`config.mk`:
```
export PLATFORM = sky130hd
export DESIGN_NAME = sssp_strap_top
export DESIGN_NICKNAME = d
export VERILOG_FILES = /design/src/verilog/sssp_pkg.sv /design/src/verilog/sssp_strap_if.sv /design/src/verilog/sssp_strap_top.sv /design/src/verilog/sssp_pin_sync.sv
export SDC_FILE = /design/constraint.sdc
export NUM_CORES = 1
export LEC_CHECK = 0
export ABC_AREA = 1
export BUFFER_PORTS_ARGS = -buffer_cell sky130_fd_sc_hd__buf_2
export CAP_MARGIN = 20
export CORE_UTILIZATION = 40
export CTS_BUF_LIST = sky130_fd_sc_hd__clkbuf_8
export CTS_CLUSTER_DIAMETER = 200
export CTS_CLUSTER_SIZE = 10
export DETAILED_ROUTE_END_ITERATION = 16
export SYNTH_ARGS = -nofsm -noshare
export SYNTH_HDL_FRONTEND = slang
export SYNTH_HIERARCHICAL = 1
export SYNTH_SLANG_ARGS = --single-unit
```
`constraint.sdc`:
```
create_clock -name clock_i -period 1.2 [get_ports clock_i]
set_clock_uncertainty 0.2 [all_clocks]
set_input_delay 0.24 -clock clock_i [delete_from_list [all_inputs] [get_ports clock_i]]
set_output_delay 0.24 -clock clock_i [all_outputs]
set_load 0.05 [all_outputs]
```
`src/verilog/sssp_pkg.sv`:
```
// constants and types for the strap sample and status pin block
package sssp_pkg;
  // strap levels and their meanings
  localparam logic GANG_SEL_INDIVIDUAL  = 1'b0;
  localparam logic AUTO_STRAP_ENABLED   = 1'b0;
  localparam logic SERIAL_STRAP_SMBUS   = 1'b0;
  localparam logic POWER_STRAP_ENABLED  = 1'b0;
  // slave address bit position fed by the ganged strap
  localparam int   SLAVE_ADDR_BIT_POS   = 2;
  // downstream port number, counted from 1, losing charging downstream behaviour
  localparam int   CDP_BLOCKED_PORT     = 1;
  localparam int   NUM_PORTS            = 4;
  // synchroniser depth and final settle count; sampling follows four settle cycles after release
  localparam int   SYNC_DEPTH           = 3;
  localparam logic [1:0] SETTLE_CYCLES  = 2'h3;
  // reset values of latched straps (pin pull defaults)
  localparam logic GANG_RESET_VAL       = 1'b0;
  localparam logic AUTO_RESET_VAL       = 1'b1;
  localparam logic SERIAL_RESET_VAL     = 1'b1;
  localparam logic POWER_RESET_VAL      = 1'b1;

  // sampling phase, gray coded
  typedef enum logic [1:0] {
    SSSP_SETTLE = 2'b00,
    SSSP_SAMPLE = 2'b01,
    SSSP_RUN    = 2'b11
  } sssp_phase_t;
endpackage

```
`src/verilog/sssp_strap_if.sv`:
```
// interface carrying synchronised pin levels between modules
`timescale 1ns/1ps
`default_nettype none
interface sssp_strap_if;
  logic gang_lvl;
  logic auto_lvl;
  logic serial_lvl;
  logic power_lvl;
  modport src (output gang_lvl, output auto_lvl,
               output serial_lvl, output power_lvl);
  modport dst (input gang_lvl, input auto_lvl,
               input serial_lvl, input power_lvl);
endinterface
`default_nettype wire

```
`src/verilog/sssp_strap_top.sv`:
```
// strap sampling at reset release and status pin reuse
// Contract
// - latch ganged strap at release: low per-port, high ganged switching
// - in SMBus mode, ganged strap level becomes slave address bit 2
// - with status enabled, drive ganged pin high when upstream high-speed
// - latch auto-charge strap; low enables automatic mode while unconnected
// - auto-charge strap low blocks charging downstream behaviour on port 1
// - latched auto-charge level is copied into the auto-charge disable bit
// - with status enabled, drive auto-charge pin high while suspended
// - serial mode strap low selects SMBus, high selects I2C
// - power strap low enables power switching
`timescale 1ns/1ps
`default_nettype none
module sssp_strap_top (
  input  wire logic  clock_i,
  input  wire logic  reset_n_i,
  input  wire logic  gang_pin_i,
  output var  logic  gang_pin_o,
  output var  logic  gang_pin_oe_o,
  input  wire logic  charge_auto_strap_i,
  output var  logic  charge_auto_strap_o,
  output var  logic  charge_auto_strap_oe_o,
  input  wire logic  serial_mode_strap_i,
  input  wire logic  power_switch_strap_i,
  input  wire logic  status_pin_enable_i,
  input  wire logic  hs_connected_i,
  input  wire logic  hs_suspended_i,
  input  wire logic  hub_connected_i,
  input  wire logic  [sssp_pkg::NUM_PORTS-1:0] charge_port_en_i,
  output var  logic  straps_valid_o,
  output var  logic  ganged_power_o,
  output var  logic  power_switch_en_o,
  output var  logic  smbus_mode_o,
  output var  logic  slave_addr_bit_two_o,
  output var  logic  auto_charge_disable_bit_o,
  output var  logic  auto_charge_active_o,
  output var  logic  [sssp_pkg::NUM_PORTS-1:0] cdp_allowed_o
);
  import sssp_pkg::*;

  sssp_strap_if lvl ();
  sssp_phase_t  phase_q;
  logic [1:0]   settle_q;
  logic gang_q, auto_q, serial_q, power_q;

  // run phase decode, shared by valid flag, auto mode and pin drive
  function automatic logic in_run(input sssp_phase_t ph);
    return (ph == SSSP_RUN);
  endfunction

  sssp_pin_sync u_sync (
    .clock_i      (clock_i),
    .reset_n_i    (reset_n_i),
    .gang_pin_i   (gang_pin_i),
    .auto_pin_i   (charge_auto_strap_i),
    .serial_pin_i (serial_mode_strap_i),
    .power_pin_i  (power_switch_strap_i),
    .lvl          (lvl)
  );

  // wait for synchronisers to fill, sample once, then run
  always_ff @(posedge clock_i or negedge reset_n_i) begin
    if (!reset_n_i) begin
      phase_q  <= SSSP_SETTLE;
      settle_q <= 2'h0;
    end else begin
      unique case (phase_q)
        SSSP_SETTLE: begin
          settle_q <= settle_q + 2'h1;
          if (settle_q == SETTLE_CYCLES) begin
            phase_q <= SSSP_SAMPLE;
          end
        end
        SSSP_SAMPLE: phase_q <= SSSP_RUN;
        SSSP_RUN:    phase_q <= SSSP_RUN;
        default:     phase_q <= SSSP_SETTLE;
      endcase
    end
  end

  // strap capture, only in the sample phase, held until reset
  always_ff @(posedge clock_i or negedge reset_n_i) begin
    if (!reset_n_i) begin
      gang_q   <= GANG_RESET_VAL;
      auto_q   <= AUTO_RESET_VAL;
      serial_q <= SERIAL_RESET_VAL;
      power_q  <= POWER_RESET_VAL;
    end else if (phase_q == SSSP_SAMPLE) begin
      gang_q   <= lvl.gang_lvl;
      auto_q   <= lvl.auto_lvl;
      serial_q <= lvl.serial_lvl;
      power_q  <= lvl.power_lvl;
    end
  end

  // decoded configuration outputs
  always_ff @(posedge clock_i or negedge reset_n_i) begin
    if (!reset_n_i) begin
      straps_valid_o            <= 1'b0;
      ganged_power_o            <= 1'b0;
      power_switch_en_o         <= 1'b0;
      smbus_mode_o              <= 1'b0;
      slave_addr_bit_two_o      <= 1'b0;
      auto_charge_disable_bit_o <= AUTO_RESET_VAL;
      auto_charge_active_o      <= 1'b0;
      cdp_allowed_o             <= '0;
    end else begin
      straps_valid_o    <= in_run(phase_q);
      power_switch_en_o <= (power_q == POWER_STRAP_ENABLED);
      // ganged only meaningful while switching is enabled
      ganged_power_o    <= (power_q == POWER_STRAP_ENABLED) &&
                           (gang_q != GANG_SEL_INDIVIDUAL);
      smbus_mode_o      <= (serial_q == SERIAL_STRAP_SMBUS);
      slave_addr_bit_two_o <= (serial_q == SERIAL_STRAP_SMBUS)
                              && gang_q;
      auto_charge_disable_bit_o <= auto_q;
      auto_charge_active_o <= in_run(phase_q) &&
                              (auto_q == AUTO_STRAP_ENABLED) &&
                              !hub_connected_i;
      for (int p = 0; p < NUM_PORTS; p++) begin
        cdp_allowed_o[p] <= charge_port_en_i[p] && hub_connected_i &&
          !((p == CDP_BLOCKED_PORT - 1) &&
            (auto_q == AUTO_STRAP_ENABLED));
      end
    end
  end

  // status reuse of the strap pins after sampling
  always_ff @(posedge clock_i or negedge reset_n_i) begin
    if (!reset_n_i) begin
      gang_pin_o             <= 1'b0;
      gang_pin_oe_o          <= 1'b0;
      charge_auto_strap_o    <= 1'b0;
      charge_auto_strap_oe_o <= 1'b0;
    end else begin
      gang_pin_oe_o <= in_run(phase_q) &&
                       status_pin_enable_i;
      charge_auto_strap_oe_o <= in_run(phase_q) &&
                                status_pin_enable_i;
      // value bits track status while undriven; only oe reaches the pin
      gang_pin_o          <= hs_connected_i;
      charge_auto_strap_o <= hs_suspended_i;
    end
  end

  // checks: status pins stay released until sampled and enabled
  chk_status_drive_off: assert property (@(posedge clock_i)
    disable iff (!reset_n_i) !status_pin_enable_i |=> !gang_pin_oe_o)
    else $error("ganged pin driven while status disabled");
  chk_auto_drive_off: assert property (@(posedge clock_i)
    disable iff (!reset_n_i)
    !status_pin_enable_i |=> !charge_auto_strap_oe_o)
    else $error("auto-charge pin driven while status disabled");
  chk_early_drive_off: assert property (@(posedge clock_i)
    disable iff (!reset_n_i)
    (phase_q != SSSP_RUN) |=> !gang_pin_oe_o && !charge_auto_strap_oe_o)
    else $error("status pin driven before straps latched");
  chk_hs_link_up_out_level: assert property (@(posedge clock_i)
    disable iff (!reset_n_i)
    (phase_q == SSSP_RUN && status_pin_enable_i && hs_connected_i)
    |=> (gang_pin_oe_o && gang_pin_o))
    else $error("high-speed status not shown");
  chk_hs_link_up_out_low: assert property (@(posedge clock_i)
    disable iff (!reset_n_i)
    (phase_q == SSSP_RUN && status_pin_enable_i && !hs_connected_i)
    |=> (gang_pin_oe_o && !gang_pin_o))
    else $error("high-speed status shown while not connected");
  chk_suspend_level: assert property (@(posedge clock_i)
    disable iff (!reset_n_i)
    (phase_q == SSSP_RUN && status_pin_enable_i && hs_suspended_i)
    |=> (charge_auto_strap_oe_o && charge_auto_strap_o))
    else $error("suspend status not shown");
  chk_suspend_low: assert property (@(posedge clock_i)
    disable iff (!reset_n_i)
    (phase_q == SSSP_RUN && status_pin_enable_i && !hs_suspended_i)
    |=> (charge_auto_strap_oe_o && !charge_auto_strap_o))
    else $error("suspend status shown while awake");
  // latched straps never move in the run phase
  chk_strap_hold: assert property (@(posedge clock_i)
    disable iff (!reset_n_i)
    (phase_q == SSSP_RUN) |=> $stable(gang_q) && $stable(auto_q))
    else $error("latched strap changed");
  chk_mode_hold: assert property (@(posedge clock_i)
    disable iff (!reset_n_i)
    (phase_q == SSSP_RUN) |=> $stable(serial_q) && $stable(power_q))
    else $error("latched mode strap changed");
  // decoded outputs follow the latched levels one edge later
  chk_addr_bit_two: assert property (@(posedge clock_i)
    disable iff (!reset_n_i)
    (phase_q == SSSP_RUN) |=> slave_addr_bit_two_o ==
      $past(!serial_q && gang_q))
    else $error("slave address bit wrong");
  chk_disable_copy: assert property (@(posedge clock_i)
    disable iff (!reset_n_i) 1'b1 |=> auto_charge_disable_bit_o ==
      $past(auto_q))
    else $error("disable bit not copied");
  chk_port_one_cdp: assert property (@(posedge clock_i)
    disable iff (!reset_n_i) !auto_q |=> !cdp_allowed_o[0])
    else $error("port 1 cdp in auto mode");
  chk_cdp_other_port: assert property (@(posedge clock_i)
    disable iff (!reset_n_i) (phase_q == SSSP_RUN) |=> cdp_allowed_o[1] ==
      $past(charge_port_en_i[1] && hub_connected_i))
    else $error("cdp wrongly blocked on port 2");
  chk_gang_mode: assert property (@(posedge clock_i)
    disable iff (!reset_n_i) ganged_power_o |-> power_switch_en_o)
    else $error("ganged without switching");
  chk_gang_decode: assert property (@(posedge clock_i)
    disable iff (!reset_n_i) 1'b1 |=> ganged_power_o ==
      $past(!power_q && gang_q))
    else $error("ganged power decode wrong");
  chk_smbus_sel: assert property (@(posedge clock_i)
    disable iff (!reset_n_i) 1'b1 |=> smbus_mode_o == $past(!serial_q))
    else $error("serial mode decode wrong");
  chk_power_sel: assert property (@(posedge clock_i)
    disable iff (!reset_n_i) 1'b1 |=> power_switch_en_o == $past(!power_q))
    else $error("power switch decode wrong");
  chk_auto_active: assert property (@(posedge clock_i)
    disable iff (!reset_n_i) 1'b1 |=> auto_charge_active_o ==
      $past(phase_q == SSSP_RUN && !auto_q && !hub_connected_i))
    else $error("automatic charge mode decode wrong");
endmodule
`default_nettype wire

```
`src/verilog/sssp_pin_sync.sv`:
```
// three flop synchronisers for the four strap pins
`timescale 1ns/1ps
`default_nettype none
module sssp_pin_sync (
  input  wire logic  clock_i,
  input  wire logic  reset_n_i,
  input  wire logic  gang_pin_i,
  input  wire logic  auto_pin_i,
  input  wire logic  serial_pin_i,
  input  wire logic  power_pin_i,
  sssp_strap_if.src  lvl
);
  import sssp_pkg::*;
  logic [3:0] s1_q;
  logic [3:0] s2_q;
  logic [3:0] s3_q;
  logic [3:0] stable_q;

  // three stage chain, first stage read only by second
  always_ff @(posedge clock_i or negedge reset_n_i) begin
    if (!reset_n_i) begin
      s1_q <= 4'h0;
      s2_q <= 4'h0;
      s3_q <= 4'h0;
    end else begin
      s1_q <= {power_pin_i, serial_pin_i, auto_pin_i, gang_pin_i};
      s2_q <= s1_q;
      s3_q <= s2_q;
    end
  end

  // accept a change once stages two and three agree
  always_ff @(posedge clock_i or negedge reset_n_i) begin
    if (!reset_n_i) begin
      stable_q <= 4'h0;
    end else begin
      for (int i = 0; i < 4; i++) begin
        if (s2_q[i] == s3_q[i]) begin
          stable_q[i] <= s3_q[i];
        end
      end
    end
  end

  assign lvl.gang_lvl   = stable_q[0];
  assign lvl.auto_lvl   = stable_q[1];
  assign lvl.serial_lvl = stable_q[2];
  assign lvl.power_lvl  = stable_q[3];
endmodule
`default_nettype wire

```
==> results.toml <==
[pwr]
powerDensity_mw_per_mm2 = 1440
ir_worst_vdd_mv = 0.766
leakagePower_uw = 0.000891

[timing]
tightest_slew_ps = 228
fin_crit_sh_pct = 116
finalHoldViolations = 0
setup_violations = 15
setup_slack_ps = -197
min_period_ps = 1400
timing.hold.ws_ps = 138
slew_viol_final = 0
rsz0062_at_grt = "true"
slew_headroom_pct = 84.8
fmax_mhz = 716
setup_tns_ps = -1010

[global_routing]
antenna_found_initial = 0
grt_max_degree = 16
grt_pass1_vias = 830
track_usage_pct = 15.5
overflow = 0
grt_pass1_wl_um = 3540

[yosys]
syn_inst = 98
yosysMostFrequentCell = "dfrtp_1"
synth-seq-area-share_pct = 77.3
synth_edf_count = 0
syn_area_mm2 = 0.00124
synth_top_area_share_pct = 68.8
synth_cell_types = 18
synthTopCellsByCount = "dfrtp_1, nand2_1, inv_1, nor2_1"
yosys.area.top_type = "dfrtp_1"
yosysWarnings = 6
synth-seq-cells = 38
syn_nets = 113
synthTopCellsByArea = "dfrtp_1, dfstp_2, nand2_1, inv_1, nor2_1"
async_reset_ff_share_pct = 100
syn_avg_cell_area_um2 = 12.6
synth-main-ff-cell = "dfrtp_1"

[cells_and_area]
fin_cells = 178
nets = 161
final_layout_size_suffix_gt1_share_pct = 31.3
areaGrowthSynthToFinish_pct = 39.6
fillCellCount = 224
utilization_pct = 60.5
insertedDiodeCount = 0

[routing]
routed_via_density = 4.44
drt.antenna.violating_nets = 0
wirelength_um = 2040
first_iter_violations = 24
drtPass1Iterations = 11
drc = 6
wl_per_cell_um = 11.5
vias = 790

[placement]
portBuffers = 28
gp_congestion = 0.687
dp_cells = 157
dp_hpwl_um = 1300

[critical_path]
cpMaxStageDelayCell = "dfstp_2"
path_max_fanout = 1
critPathLaunchType = "register"
crit_family = "flip-flops"
critPathKind = "reg2out"
slowest_delay_ps = 540
path_buf_inv = 1
endpoint_kind = "output pin"
crit_arrival_ps = 960
critPathRequiredTime_ps = 760
cp_cell_sequence = "buf_8"

[clock_tree]
clock_latency_ps = 290
cts_root_buf = "clkbuf_8"
cts_num_sinks = 38
post_cts_buffers = 0
clk_pin_slew_ps = 60
cts_inserted_buffers = 5
htreeDepth = 2
cts.path.max_buffers = 2
cts_tree = "done"

[floorplan]
die_y_um = 57.6
rows = 19
die_area_mm2 = 0.00332
num_io_pins = 29
floorplan.initialDensity_pct = 43.3
core_area_mm2 = 0.00285
fp.dieW_um = 57.6

[hold_path]
hp-class = "in2async"

[run_status]
violations = "design-rule violations, negative setup slack"
status = "finished with violations"

[flow_run]
drv_cap = 0
what timing repair did:
item                                    CTS  global route
pin swaps                                 0             0
resized for setup                        31             1
hold buffers                             13             0
endpoints found under the setup margin   15            16
hold endpoints to repair                 48             0
final timing paths:
kind	startpoint	endpoint	slack (ps)	cells past startpoint
min in group clock_i	u_sync/s1_q[1]	u_sync/s2_q[1]	150	0
hold / removal	reset_n_i	slave_addr_bit_two_o	140	2
hold reg to reg	u_sync/s1_q[1]	u_sync/s2_q[1]	150	0
max in group asynchronous	reset_n_i	u_sync/s3_q[3]	200	3
setup reg to reg	settle_q[0]	settle_q[1]	70	3
setup / recovery	auto_charge_disable_bit_o	auto_charge_disable_bit_o	-200	1
area by class of cell:
type                       instances  area, um2  share of cell area [%]
inverter                          14       52.6                    3.05
clock inverter                     3       11.3                   0.653
timing repair buffer              44        390                    22.6
tap                               31       38.8                    2.25
multi-input combinational         43        205                    11.9
sequential                        38        958                    55.5
clock buffer                       5       68.8                    3.99
power by group:
| part | switching [uW] | total [uW] | leakage (uW) | internal, uW |
|---|---|---|---|---|
| Sequential | 42.3 | 1400 | 0.000442 | 1360 |
| Clock | 397 | 783 | 0.0000519 | 386 |
| Combinational | 175 | 301 | 0.000397 | 126 |
| Total | 615 | 2490 | 0.000891 | 1870 |
layer usage:
layer	vias up	wire (um)	track usage, %
met5	-	0	0
met4	0	51	8.36
met3	6	125	7.71
met2	26	1050	25.7
met1	366	819	15.9
li1	392	-	-
flip-flops by register name, summed over array words and instances (netlist names), 2 cells and up:
register / cells
u_sync/stable_q: 4
settle_q: 2
u_sync/s2_q: 4
u_sync/s1_q: 4
phase_q: 2
cdp_allowed_o: 4
u_sync/s3_q: 4
through the flow:
stage	area, um2	setup WS (ps)	total power [uW]
floorplan	1240	15.7	1560
global placement	1420	24.5	1640
CTS	1720	-207	2530
detailed placement	1420	24.7	1650
global route	1730	-225	2610
finish	1730	-197	2490
cells by family after synthesis:
| logic type | Yosys count | synth area share (%) |
|---|---|---|
| DFF | 38 | 77.3 |
| and+or+nand+nor | 35 | 12.6 |
| buffers and inverters | 17 | 6.07 |
| AOI/OAI and AO/OA | 7 | 3.04 |
| adders and majority gates | 1 | 1.01 |
cell usage in the layout, fill, tap and decap left out:
cell and count:
clkbuf_8 5, nor3_2 1, o21ai_0 2, a21oi_1 4
nand3_1 4, inv_1 16, inv_2 1, dfrtp_2 2
buf_8 1, buf_2 13, nand2_1 19, and3_1 1
nand2_4 1, buf_4 3, dfrtp_1 32, dfstp_2 4
ha_1 1, nor2_1 8, nand2_2 1, dlygate4sd3_1 13
buf_6 14, a21o_1 1
(Power assumes the default switching activity.)
